File: config.mk
export PLATFORM = sky130hd
export DESIGN_NAME = gpc_port
export DESIGN_NICKNAME = d
export VERILOG_FILES = /design/src/gpc_port.v /design/src/gpc_sync.v
export VERILOG_INCLUDE_DIRS = /design/src
export SDC_FILE = /design/constraint.sdc
export NUM_CORES = 1
export LEC_CHECK = 0
export BUFFER_PORTS_ARGS = -buffer_cell sky130_fd_sc_hd__buf_4
export CAP_MARGIN = 20
export CORE_AREA = 4 4 150 152
export CTS_CLUSTER_SIZE = 8
export DETAILED_ROUTE_END_ITERATION = 6
export DIE_AREA = 0 0 154 156
export GPL_TIMING_DRIVEN = 0
export PLACE_DENSITY = 0.84
export RECOVER_POWER = 25
export SYNTH_ARGS = -nofsm -noshare
export SYNTH_HDL_FRONTEND = slang
export SYNTH_SLANG_ARGS = --single-unit
File: constraint.sdc
create_clock -name ref_clk_i -period 3.4 [get_ports ref_clk_i]
set_input_delay 0 -clock ref_clk_i [delete_from_list [all_inputs] [get_ports ref_clk_i]]
set_output_delay 0 -clock ref_clk_i [all_outputs]
set_load 0.02 [all_outputs]
File: src/gpc_regs.vh
// gpc_regs.vh - register map, field positions and reset values of the gpio port block
// assumes byte-wide registers on an 8-bit address space
`ifndef GPC_REGS_VH
`define GPC_REGS_VH

// port register triplets: base of port 0, stride between ports
`define GPC_PORT_BASE 8'h20
`define GPC_PORT_STRIDE 8'h03
// offsets inside one triplet
`define GPC_OFS_PIN 8'h00
`define GPC_OFS_DIR 8'h01
`define GPC_OFS_OUT 8'h02

// pin change group registers
`define GPC_ADDR_MASK0 8'h6B
`define GPC_ADDR_MASK1 8'h6C
`define GPC_ADDR_MASK2 8'h6D
`define GPC_ADDR_MASK3 8'h73
`define GPC_ADDR_CTRL 8'h68
`define GPC_ADDR_FLAGS 8'h3B

// core control register and its pull-up disable bit
`define GPC_ADDR_CORE 8'h55
`define GPC_PUD_BIT 4

// group enables and flags sit in bits 3:0
`define GPC_GRP_MSB 3

// clocks after reset until synchroniser and previous sample hold pad levels
`define GPC_SYNC_FILL 2'd3

// reset values
`define GPC_RST_BYTE 8'h00
`define GPC_RST_WORD 32'h0000_0000
`define GPC_RST_GRP 4'h0
`define GPC_RST_FILL 2'd0

`endif

File: src/gpc_port.v
// gpc_port.v - four 8-bit gpio ports with pin change flags per port group
// assumes a byte register port, an asynchronous pad ring and a core that
// acknowledges each group vector it takes
`timescale 1ns/1ns
`default_nettype none
`include "gpc_regs.vh"

// Contract
// - enabled pin change sets its group flag
// - flag, global and group enable request vector
// - flag clears on service or write one
// - mask bit enables detection per pin
// - output, direction rw; pin input readable
// - writing one to input toggles output
// - pull-up disable kills every pull-up
// - direction one output, zero input
// - input with output one pulls up
// - output drives data bit, pull-up ignored
// - reset tri-states every pin immediately
// - single bit changes leave others intact
// - override on one pin spares others
// - disabled pull-up gives high impedance input
// - pin level readable in any direction
// - pin input synchronised by two stages
module gpc_port (
  // clock and reset
  input wire ref_clk_i,
  input wire sys_rst_i,
  // register port
  input wire [7:0] reg_addr_i,
  input wire [7:0] reg_wdata_i,
  input wire reg_wr_i,
  input wire reg_rd_i,
  output reg [7:0] reg_rdata_o,
  // interrupt handshake with the core
  input wire global_irq_enable_i,
  input wire [3:0] irq_ack_i,
  output wire [3:0] irq_req_o,
  // peripheral override, one bit per pin
  input wire [31:0] ovr_en_i,
  input wire [31:0] ovr_oe_i,
  input wire [31:0] ovr_val_i,
  // pads
  input wire [31:0] pad_i,
  output wire [31:0] pad_o,
  output wire [31:0] pad_oe_o,
  output wire [31:0] pad_pullup_o
);

  // address of one register of a port triplet
  function [7:0] port_addr;
    input [1:0] idx;
    input [7:0] ofs;
    begin
      port_addr = `GPC_PORT_BASE + (`GPC_PORT_STRIDE * {6'h00, idx}) + ofs;
    end
  endfunction

  // address of a group mask register
  function [7:0] mask_addr;
    input [1:0] idx;
    begin
      case (idx)
        2'd0: mask_addr = `GPC_ADDR_MASK0;
        2'd1: mask_addr = `GPC_ADDR_MASK1;
        2'd2: mask_addr = `GPC_ADDR_MASK2;
        default: mask_addr = `GPC_ADDR_MASK3;
      endcase
    end
  endfunction

  // software state
  reg [31:0] port_output_reg_r; // output data bits, all ports
  reg [31:0] port_output_reg_nxt;
  reg [31:0] port_direction_reg_r; // direction bits, one means output
  reg [31:0] port_direction_reg_nxt;
  reg [31:0] group_pin_mask_r; // masks of groups 3..0 packed
  reg [31:0] group_pin_mask_nxt;
  reg [3:0] change_group_control_r; // group enables
  reg [3:0] change_group_flags_r; // group flags
  reg [3:0] change_group_flags_nxt;
  reg global_pullup_disable_r; // pull-up disable bit
  reg [7:0] rdata_nxt; // read mux result
  // change detection
  wire [31:0] pin_sync; // synchronised pad levels
  reg [31:0] pin_prev_r; // levels one clock earlier
  reg [3:0] group_hit; // group saw an enabled change
  reg [3:0] flag_clr; // clears from software and service
  // loop indices, one per process so no variable has two drivers
  integer k_wr; // next-state loop
  integer k_hit; // change detection loop
  integer k_rd; // read mux loop
  // synchroniser fill tracking after reset
  reg [1:0] sync_fill_r; // clocks since reset, saturates at the fill count
  wire sync_full; // chain and previous sample both hold pad levels
  // decoded write strobes
  wire wr_ctrl; // write to the group enable register
  wire wr_flags; // write to the flag register
  wire wr_core; // write to the core control register

  // synchroniser for all pads
  // pad capture
  gpc_sync u_sync (
    .ref_clk_i(ref_clk_i),
    .sys_rst_i(sys_rst_i),
    .async_i(pad_i),
    .sync_o(pin_sync)
  );

  // next state of port and mask registers
  // each write replaces or toggles one byte; bytes of other ports keep their value
  always @* begin
    port_output_reg_nxt = port_output_reg_r;
    port_direction_reg_nxt = port_direction_reg_r;
    group_pin_mask_nxt = group_pin_mask_r;
    for (k_wr = 0; k_wr < 4; k_wr = k_wr + 1) begin
      if (reg_wr_i) begin
        if (reg_addr_i == port_addr(k_wr[1:0], `GPC_OFS_PIN)) begin
          // ones invert, zeros leave the output bit alone
          port_output_reg_nxt[8*k_wr +: 8] = port_output_reg_r[8*k_wr +: 8] ^ reg_wdata_i;
        end
        if (reg_addr_i == port_addr(k_wr[1:0], `GPC_OFS_OUT)) begin
          port_output_reg_nxt[8*k_wr +: 8] = reg_wdata_i;
        end
        if (reg_addr_i == port_addr(k_wr[1:0], `GPC_OFS_DIR)) begin
          // one makes the pin an output
          port_direction_reg_nxt[8*k_wr +: 8] = reg_wdata_i;
        end
        if (reg_addr_i == mask_addr(k_wr[1:0])) begin
          // one arms change detection on that pin
          group_pin_mask_nxt[8*k_wr +: 8] = reg_wdata_i;
        end
      end
    end
  end

  // change detection per group
  // a group only looks once the synchroniser has refilled after reset
  always @* begin
    group_hit = 4'h0;
    for (k_hit = 0; k_hit < 4; k_hit = k_hit + 1) begin
      group_hit[k_hit] = sync_full & change_group_control_r[k_hit]
                         & (|((pin_sync[8*k_hit +: 8] ^ pin_prev_r[8*k_hit +: 8])
                              & group_pin_mask_r[8*k_hit +: 8]));
    end
  end

  // flag clears and next flag value
  always @* begin
    flag_clr = irq_ack_i;
    if (wr_flags) begin
      // ones in the written byte clear, zeros leave the flag alone
      flag_clr = flag_clr | reg_wdata_i[`GPC_GRP_MSB:0];
    end
    // set wins over clear
    // a change in the same clock as its clear must not be lost
    change_group_flags_nxt = (change_group_flags_r & ~flag_clr) | group_hit;
  end

  // read mux
  // unmapped addresses read zero, so software never sees a floating byte
  always @* begin
    rdata_nxt = `GPC_RST_BYTE;
    for (k_rd = 0; k_rd < 4; k_rd = k_rd + 1) begin
      if (reg_addr_i == port_addr(k_rd[1:0], `GPC_OFS_PIN)) begin
        // synchronised pad level, also for pins driven as outputs
        rdata_nxt = pin_sync[8*k_rd +: 8];
      end
      if (reg_addr_i == port_addr(k_rd[1:0], `GPC_OFS_DIR)) begin
        rdata_nxt = port_direction_reg_r[8*k_rd +: 8];
      end
      if (reg_addr_i == port_addr(k_rd[1:0], `GPC_OFS_OUT)) begin
        rdata_nxt = port_output_reg_r[8*k_rd +: 8];
      end
      if (reg_addr_i == mask_addr(k_rd[1:0])) begin
        rdata_nxt = group_pin_mask_r[8*k_rd +: 8];
      end
    end
    // group registers read zero in bits 7:4, core register reads zero except the pull-up disable bit
    if (reg_addr_i == `GPC_ADDR_CTRL) begin
      rdata_nxt = {4'h0, change_group_control_r};
    end
    if (reg_addr_i == `GPC_ADDR_FLAGS) begin
      rdata_nxt = {4'h0, change_group_flags_r};
    end
    if (reg_addr_i == `GPC_ADDR_CORE) begin
      rdata_nxt = `GPC_RST_BYTE;
      rdata_nxt[`GPC_PUD_BIT] = global_pullup_disable_r;
    end
  end

  // register file and change state
  always @(posedge ref_clk_i) begin
    if (sys_rst_i) begin
      // every pin an input without pull-up, no group armed
      port_output_reg_r <= `GPC_RST_WORD;
      port_direction_reg_r <= `GPC_RST_WORD;
      group_pin_mask_r <= `GPC_RST_WORD;
      change_group_control_r <= `GPC_RST_GRP;
      change_group_flags_r <= `GPC_RST_GRP;
      global_pullup_disable_r <= 1'b0;
      pin_prev_r <= `GPC_RST_WORD;
    end else begin
      port_output_reg_r <= port_output_reg_nxt;
      port_direction_reg_r <= port_direction_reg_nxt;
      group_pin_mask_r <= group_pin_mask_nxt;
      change_group_flags_r <= change_group_flags_nxt;
      pin_prev_r <= pin_sync;
      // group enable register
      if (wr_ctrl) begin
        change_group_control_r <= reg_wdata_i[`GPC_GRP_MSB:0];
      end
      // core control, only the pull-up disable bit is kept
      if (wr_core) begin
        global_pullup_disable_r <= reg_wdata_i[`GPC_PUD_BIT];
      end
    end
  end

  // read data register
  // the byte stands only in the cycle after the strobe and reads zero otherwise,
  // so a stale value cannot be mistaken for a fresh answer
  always @(posedge ref_clk_i) begin
    if (sys_rst_i) begin
      // nothing to show in reset
      reg_rdata_o <= `GPC_RST_BYTE;
    end else if (reg_rd_i) begin
      // capture the byte addressed by the strobe
      reg_rdata_o <= rdata_nxt;
    end else begin
      // idle bus reads zero
      reg_rdata_o <= `GPC_RST_BYTE;
    end
  end

  // decode of the single-register writes
  assign wr_ctrl = reg_wr_i && (reg_addr_i == `GPC_ADDR_CTRL);
  assign wr_flags = reg_wr_i && (reg_addr_i == `GPC_ADDR_FLAGS);
  assign wr_core = reg_wr_i && (reg_addr_i == `GPC_ADDR_CORE);

  // the synchroniser and the previous sample restart from zero in reset;
  // until both hold real pad levels a pad sitting at one would look like a
  // change, so detection waits for the fill count
  assign sync_full = (sync_fill_r == `GPC_SYNC_FILL);

  // fill counter, saturating at the fill count
  always @(posedge ref_clk_i) begin
    if (sys_rst_i) begin
      // restart the fill after every reset
      sync_fill_r <= `GPC_RST_FILL;
    end else if (!sync_full) begin
      // one more clock of real pad samples
      sync_fill_r <= sync_fill_r + 2'd1;
    end
  end

  assign irq_req_o = change_group_flags_r & change_group_control_r
                     & {4{global_irq_enable_i}};

  // pad drive: override replaces only its own pin
  // per pin override
  assign pad_o = (ovr_en_i & ovr_val_i) | (~ovr_en_i & port_output_reg_r);

  assign pad_oe_o = ((ovr_en_i & ovr_oe_i) | (~ovr_en_i & port_direction_reg_r))
                    & {32{~sys_rst_i}};

  // pull-up only on inputs with data one and no disable
  // input pull-up
  assign pad_pullup_o = ~port_direction_reg_r & port_output_reg_r
                        & {32{~global_pullup_disable_r}} & ~ovr_en_i
                        & {32{~sys_rst_i}};

endmodule // gpc_port

`default_nettype wire

File: src/gpc_sync.v
// gpc_sync.v - two-stage synchroniser for the 32 pad inputs
// assumes pads are asynchronous to ref_clk_i
`timescale 1ns/1ns
`default_nettype none

module gpc_sync (
  // clock and reset
  input wire ref_clk_i,
  input wire sys_rst_i,
  // raw pads in, synchronised levels out
  input wire [31:0] async_i,
  output reg [31:0] sync_o
);

  // first stage, read only by the second stage
  reg [31:0] meta_r;

  always @(posedge ref_clk_i) begin
    if (sys_rst_i) begin
      meta_r <= `GPC_RST_WORD;
      sync_o <= `GPC_RST_WORD;
    end else begin
      meta_r <= async_i;
      sync_o <= meta_r;
    end
  end

endmodule // gpc_sync

`default_nettype wire

==> results.toml, run 1 <==
[clock_tree]
cts_tree = "built"
clock-root-buffer = "clkbuf_16"
cts_inserted_buffers = 30
clock_path_buffers = 3
cts.clk_slew.worst_paths_ns = 0.05
clock-sinks = 211
h-tree-depth = 1
worstSkewPairLatency_ns = 0.55

[placement]
dp_hpwl_um = 33500
gp_congestion = 1.022
placed_area_mm2 = 0.01275
port_buffers = 252
dp.cells = 1801

[cells_and_area]
diodes = 0
fill_cells = 1730
stdcell_count = 1876
synthToLayoutAreaGrowth_pct = 31.98
mostFrequentLayoutCell = "buf_4"
drive_above_1_share = 0.1886
layout.cells.most_common_list = "229 x buf_4, 211 x dfxtp_1, 147 x nand2_1, 131 x nor2_1, 102 x nor2b_1"
final_nets = 1754
fin_area_mm2 = 0.01387

[setup_path]
crit_required_ns = 3.40
crit_family = "buffers and inverters"
arrival_ns = 2.92
critPathSlowestCell = "clkbuf_1"
worstPathCellList = "dlygate4sd3_1 -> clkbuf_1 -> clkbuf_1 -> clkbuf_1 -> clkbuf_1 -> nor2_1 -> buf_4"
worstRegToRegCells = 6
critPathCaptureType = "output pin"
slowest_delay_ns = 0.72
worstSetupPathType = "in2out"
startpoint_type = "input pin"
critPathMostFrequentCell = "clkbuf_1"
crit_buf_inv = 6
path_depth = 7
critPathMaxFanout = 10

[logic_synthesis]
synthCells = 1274
ys_ff_latch = 211
synth_edf_count = 0
yosysWarnings = 0
synthArstFlopShare = 0
netlist_area_mm2 = 0.01051
syn_nets = 1428
synth_ff_type = "dfxtp_1"
yosys.area.top_type_share = 0.4019
yosys.area.top_type = "dfxtp_1"
yosysSeqAreaShare = 0.4019
synth_area_per_cell_um2 = 8.250
synth.area.top_cells = "dfxtp_1 40%, mux2i_1 7.5%, nor2b_1 6.1%, nand2_1 5.3%, nor2_1 4.7%"
ys_types = 77

[run_status]
status = "completed"

[drt]
wl_um = 45670
ant_nets = 0
vias = 11310
first_iter_violations = 1148
via_per_inst = 6.027
dr.pass1.iters = 5
wire_per_inst_um = 24.35
drc = 0

[floorplan]
die_w_um = 154
start_util = 0.5000
coreArea_mm2 = 0.02102
ios = 261
die_area_mm2 = 0.02402
die_h_um = 156
rows = 53

[sta]
skew_ns = 0.01369
fin_crit_ns = 2.922
fin_crit_sh = 0.8595
max_slew_margin = 0.3156
setup_tns_ns = 0
hold_ws_ns = 0.02260
timing.fmax_mhz = 342.2
finalHoldViolations = 0
report.final.slew_viol_count = 0
rsz0062_at_grt = "false"
finalSetupViolCount = 0
tightestPinTransition_ns = 1.027

[power]
ir_worst_vdd_mv = 0.5844
p_leak_nw = 5.941
powerDensity_mw_per_mm2 = 432.1

[global_routing]
grt_pass1_vias = 11160
grt.overflow.total = 0
antenna_found_initial = 2
track_usage = 0.3665
grt_pass1_wl_um = 67680
grt_max_degree = 15

[worst_hold_path]
hp-class = "in2reg"
min_path_cells = 5

[job]
drv_cap = 0
==> synthesized netlist by cell type (3+ instances only) <==
cell type	n
clkbuf_1	68
a22o_1	17
o31ai_1	6
o2111ai_1	3
nor3_1	48
buf_4	5
nand2b_1	34
nor2b_1	102
o211ai_1	5
nand3b_1	5
nand4_1	12
a41oi_1	3
buf_2	14
o22ai_1	19
a21boi_0	3
nor2_1	131
xnor2_1	8
nand2_1	147
buf_1	4
a22oi_1	43
a221oi_1	5
or3_1	3
and3_1	9
dfxtp_1	211
inv_1	9
a211oi_1	5
nor4bb_1	3
o21ai_0	56
mux4_2	3
nand2_2	4
a31oi_1	9
o221ai_1	3
a21o_1	6
a21oi_1	55
nand3_1	52
nor2_4	3
xor2_1	33
mux2i_1	79
a32oi_1	3
==> worst register-to-register path: cells and delay by family (launching register included) <==
| family | cells | cell delay [ns] |
|---|---|---|
| AND/OR/NAND/NOR | 1 | 0.20 |
| AO/OA/AOI/OAI | 5 | 1.48 |
| flip-flops | 1 | 0.39 |
==> logic make-up after synthesis <==
family | count (synthesis) | share of synthesized area
mux | 83 | 0.08274
compound gates | 262 | 0.1654
buf+inv | 103 | 0.04178
simple gates | 573 | 0.2729
fa+ha+maj | 1 | 0.001190
flops | 211 | 0.4019
xor+xnor | 41 | 0.03417
==> registers in the layout, summed over array words and instances, names as in the netlist, 8 cells and up <==
name                  count
port_output_reg_r        32
u_sync.meta_r            32
u_sync.sync_o            32
pin_prev_r               32
group_pin_mask_r         32
reg_rdata_o               8
port_direction_reg_r     32
==> where the power goes <==
| part | internal [mW] | total, mW | switching [mW] |
|---|---|---|---|
| clock | 1.65 | 2.68 | 1.03 |
| combinational | 0.305 | 0.740 | 0.436 |
| sequential | 2.53 | 2.57 | 0.0410 |
==> cell type report <==
cell class	instances	area [um^2]	area share
Buffer	94	405.4	0.02923
Clock buffer	32	779.5	0.05620
Clock inverter	1	30.03	0.002165
Inverter	9	33.78	0.002436
Multi-Input combinational cell	960	5847	0.4215
Sequential cell	211	4224	0.3045
Tap cell	275	344.1	0.02481
Timing Repair Buffer	294	2207	0.1591
==> per-layer routing <==
layer / part of all wire / track usage / vias to the layer above
met5: 0.00037 / 0 / -
met4: 0.050 / 0.1585 / 2
met3: 0.10 / 0.07323 / 136
met2: 0.45 / 0.5967 / 693
met1: 0.40 / 0.4753 / 5372
li1: - / - / 5104
==> per-stage QoR <==
stage            util  power [mW]  setup slack [ns]
5_1_grt        0.6598       6.147            0.3723
2_1_floorplan       -       2.934             1.730
3_5_place_dp   0.6063       3.299            0.5327
3_3_place_gp   0.6063       3.285            0.5207
4_1_cts        0.6648       5.964            0.6725
6_report       0.6598       5.994            0.4777
==> timing repair <==
| item | CTS | global route |
|---|---|---|
| gates resized for setup | 0 | 0 |
| hold buffers | 42 | 0 |
| endpoints found under the hold margin | 55 | 0 |
| buffers inserted | 0 | 0 |
==> path summary, 6_finish.rpt <==
path | start | to | slack (ns)
setup / recovery | sys_rst_i | pad_oe_o[0] | 0.48
hold / removal | reg_addr_i[6] | change_group_flags_r[3] | 0.02
setup reg to reg | u_sync.sync_o[3] | reg_rdata_o[3] | 1.25
hold reg to reg | u_sync.meta_r[21] | u_sync.sync_o[21] | 0.43
Power figures use the tool's default switching activity.
==> run 2: changes to the inputs <==
ABC_AREA = 1   (was not set)
CORE_AREA = 4 4 146 148   (was 4 4 150 152)
DIE_AREA = 0 0 150 152   (was 0 0 154 156)
PLACE_DENSITY = 0.85   (was 0.84)
RECOVER_POWER = 100   (was 25)
==> run 2 against run 1 <==
The flow now finishes with violations (design-rule violations). Global-route usage fell by 5.8 points. Register-to-register slack improved by 0.24 ns. Final cell count rose by 11%. Clock-buffer cell count fell by 1. Sequential cell count did not move. Synthesized area fell by 5.5%. Clock skew rose by 0.011 ns. Worst setup slack improved by 0.20 ns. Critical path depth rose by 10. First-iteration DRC count rose by 13%. Critical endpoint is now reg_rdata_o[4].
==> results.toml, run 2 <==
[logic_synthesis]
synth.most_common_cell = "inv_1"
yosys.area_share.simple = 0.2768
synth.area.top_cells = "dfxtp_1 43%, inv_1 9.3%, nor2_1 8.8%, nand2_1 8.2%, a21oi_1 7.6%"
netlist_area_mm2 = 0.009931
synthArstFlopShare = 0
synth_area_per_cell_um2 = 6.724
yosysSeqAreaShare = 0.4253
synth_edf_count = 0
syn_nets = 1631
synthXorXnorAreaFrac = 0.008819
yosysWarnings = 0
synth_compound_area_frac = 0.1678
synth_top_family_by_area = "simple AND/OR/NAND/NOR gates"
ys_ff_latch = 211
muxShareOfSynthArea = 0
yosys.area.top_type_share = 0.4253
synth_ff_type = "dfxtp_1"
synth_common_cells = "246 x inv_1, 233 x nor2_1, 218 x nand2_1"
yosys.area.top_type = "dfxtp_1"
ys_types = 38
synthCells = 1477
synthAdderAreaFrac = 0.001260

[cells_and_area]
mostFrequentLayoutCell = "inv_1"
layout.cells.most_common_list = "248 x inv_1, 238 x nor2_1, 221 x nand2_1, 211 x dfxtp_1, 161 x clkbuf_1"
drive_above_1_share = 0.1126
utilization = 0.6464
diodes = 0
fin_area_mm2 = 0.01295
stdcell_count = 2081
synthToLayoutAreaGrowth_pct = 30.44
final_nets = 1964

[clock_tree]
clock_path_buffers = 3
clock-sinks = 211
cts.clk_slew.worst_paths_ns = 0.06
clock-root-buffer = "clkbuf_16"
cts_setup_buffers = 0
cts_inserted_buffers = 30
h-tree-depth = 1
worstSkewPairLatency_ns = 0.55
cts_tree = "built"
cts_resized = 0

[drt]
ant_nets = 0
first_iter_violations = 1299
drc = 1
via_per_inst = 5.349
dr.pass1.iters = 7
wire_per_inst_um = 17.72
vias = 11130
wl_um = 36870

[placement]
placed_area_mm2 = 0.01219
gp_congestion = 0.9967
dp_hpwl_um = 27660
dp.cells = 2003
port_buffers = 256
pre_cts_slack_ns = 1.435

[floorplan]
start_util = 0.4956
rows = 52
die_w_um = 150
die_area_mm2 = 0.02280
die_h_um = 152
ios = 261
coreArea_mm2 = 0.02004

[power]
powerDensity_mw_per_mm2 = 446.7
power_mw = 5.787
p_leak_nw = 5.192
ir_worst_vdd_mv = 0.4308

[sta]
finalHoldViolations = 0
max_slew_margin = 0.3456
setup_ws_ns = 0.6733
hold_ws_ns = 0.04518
fin_crit_sh = 0.8020
timing.fmax_mhz = 366.7
tightestPinTransition_ns = 0.9817
setup_tns_ns = 0
finalSetupViolCount = 0
report.final.slew_viol_count = 0
fin_crit_ns = 2.727
skew_ns = 0.02459
rsz0062_at_grt = "false"

[setup_path]
startpoint_type = "input pin"
crit_required_ns = 3.87
worstSetupPathType = "in2reg"
arrival_ns = 3.20
critPathCaptureType = "register"
critPathMaxFanout = 10

[job]
drv_cap = 0

[run_status]
violations = "design-rule violations"
status = "finished with violations"

[global_routing]
grtUsageMet3 = 0.05719
grt_use_met1 = 0.3936
grt.overflow.total = 0
use_met2 = 0.5191
antenna_found_initial = 0
top_usage_layer = "met2"
track_usage = 0.3089
grt_max_degree = 16
grt_pass1_vias = 10450
grt_pass1_wl_um = 55780

[worst_hold_path]
hp-class = "in2reg"
[run 2: changes by cell type in the layout (fill, tap and decap cells not counted), moves of 81 or more]
cell and change:
inv_1 +239, buf_4 -81, o21ai_0 +91, nor2b_1 -102, nor2_1 +107, a21oi_1 +95
[run 2: path summary, 6_finish.rpt]
kind	startpoint	endpoint	slack (ns)	cells after the start
setup reg to reg	u_sync.sync_o[4]	reg_rdata_o[4]	1.49	11
hold reg to reg	u_sync.meta_r[7]	u_sync.sync_o[7]	0.40	2
setup / recovery	reg_addr_i[4]	reg_rdata_o[4]	0.67	17
hold / removal	reg_addr_i[6]	reg_rdata_o[2]	0.05	7
[run 2: cell type report]
cell class / instances / area, um^2
multi-input combinational: 956 / 4448
timing repair buffer: 301 / 1963
sequential: 211 / 4224
inverter: 253 / 949.7
buffer: 57 / 230.2
clock buffer: 31 / 754.5
fill: 1877 / 7086
clock inverter: 2 / 46.29
tap: 270 / 337.8
[run 2: what timing repair did]
| item | CTS | global route |
|---|---|---|
| hold endpoints to repair | 53 | 0 |
| hold buffers | 45 | 0 |
| endpoints found under the setup margin | 0 | 0 |
[run 2: per-layer routing]
| layer | share of wire | wire, um |
|---|---|---|
| met5 | 0 | 0 |
| met4 | 0.040 | 1493 |
| met3 | 0.11 | 4016 |
| met2 | 0.46 | 16940 |
| met1 | 0.39 | 14420 |
[run 2: worst max-delay path: stages]
cell and delay, ns:
dlygate4sd3_1 0.56, clkbuf_4 0.15, inv_1 0.09, nand2_1 0.08
nor2_1 0.32, buf_6 0.20, nand2_1 0.07, nor2_1 0.45
nand2_1 0.12, nand4_1 0.12, nand2_1 0.06, nand4_1 0.07
nand2_1 0.09, nand4_1 0.08, nand2_1 0.06, a21oi_1 0.12
dlygate4sd3_1 0.55
[run 2: cell families after synthesis]
kind of cell / Yosys count
buf+inv: 310
fa+ha+maj: 1
xor+xnor: 10
flops: 211
simple gates: 624
compound gates: 321
[run 2: report_power, final]
| group | internal (mW) | leakage, nW | switching (mW) | total, mW |
|---|---|---|---|---|
| registers | 2.53 | 1.72 | 0.0357 | 2.57 |
| clock network | 1.62 | 0.392 | 1.02 | 2.64 |
| logic | 0.234 | 3.08 | 0.344 | 0.578 |
| total | 4.38 | 5.19 | 1.40 | 5.79 |
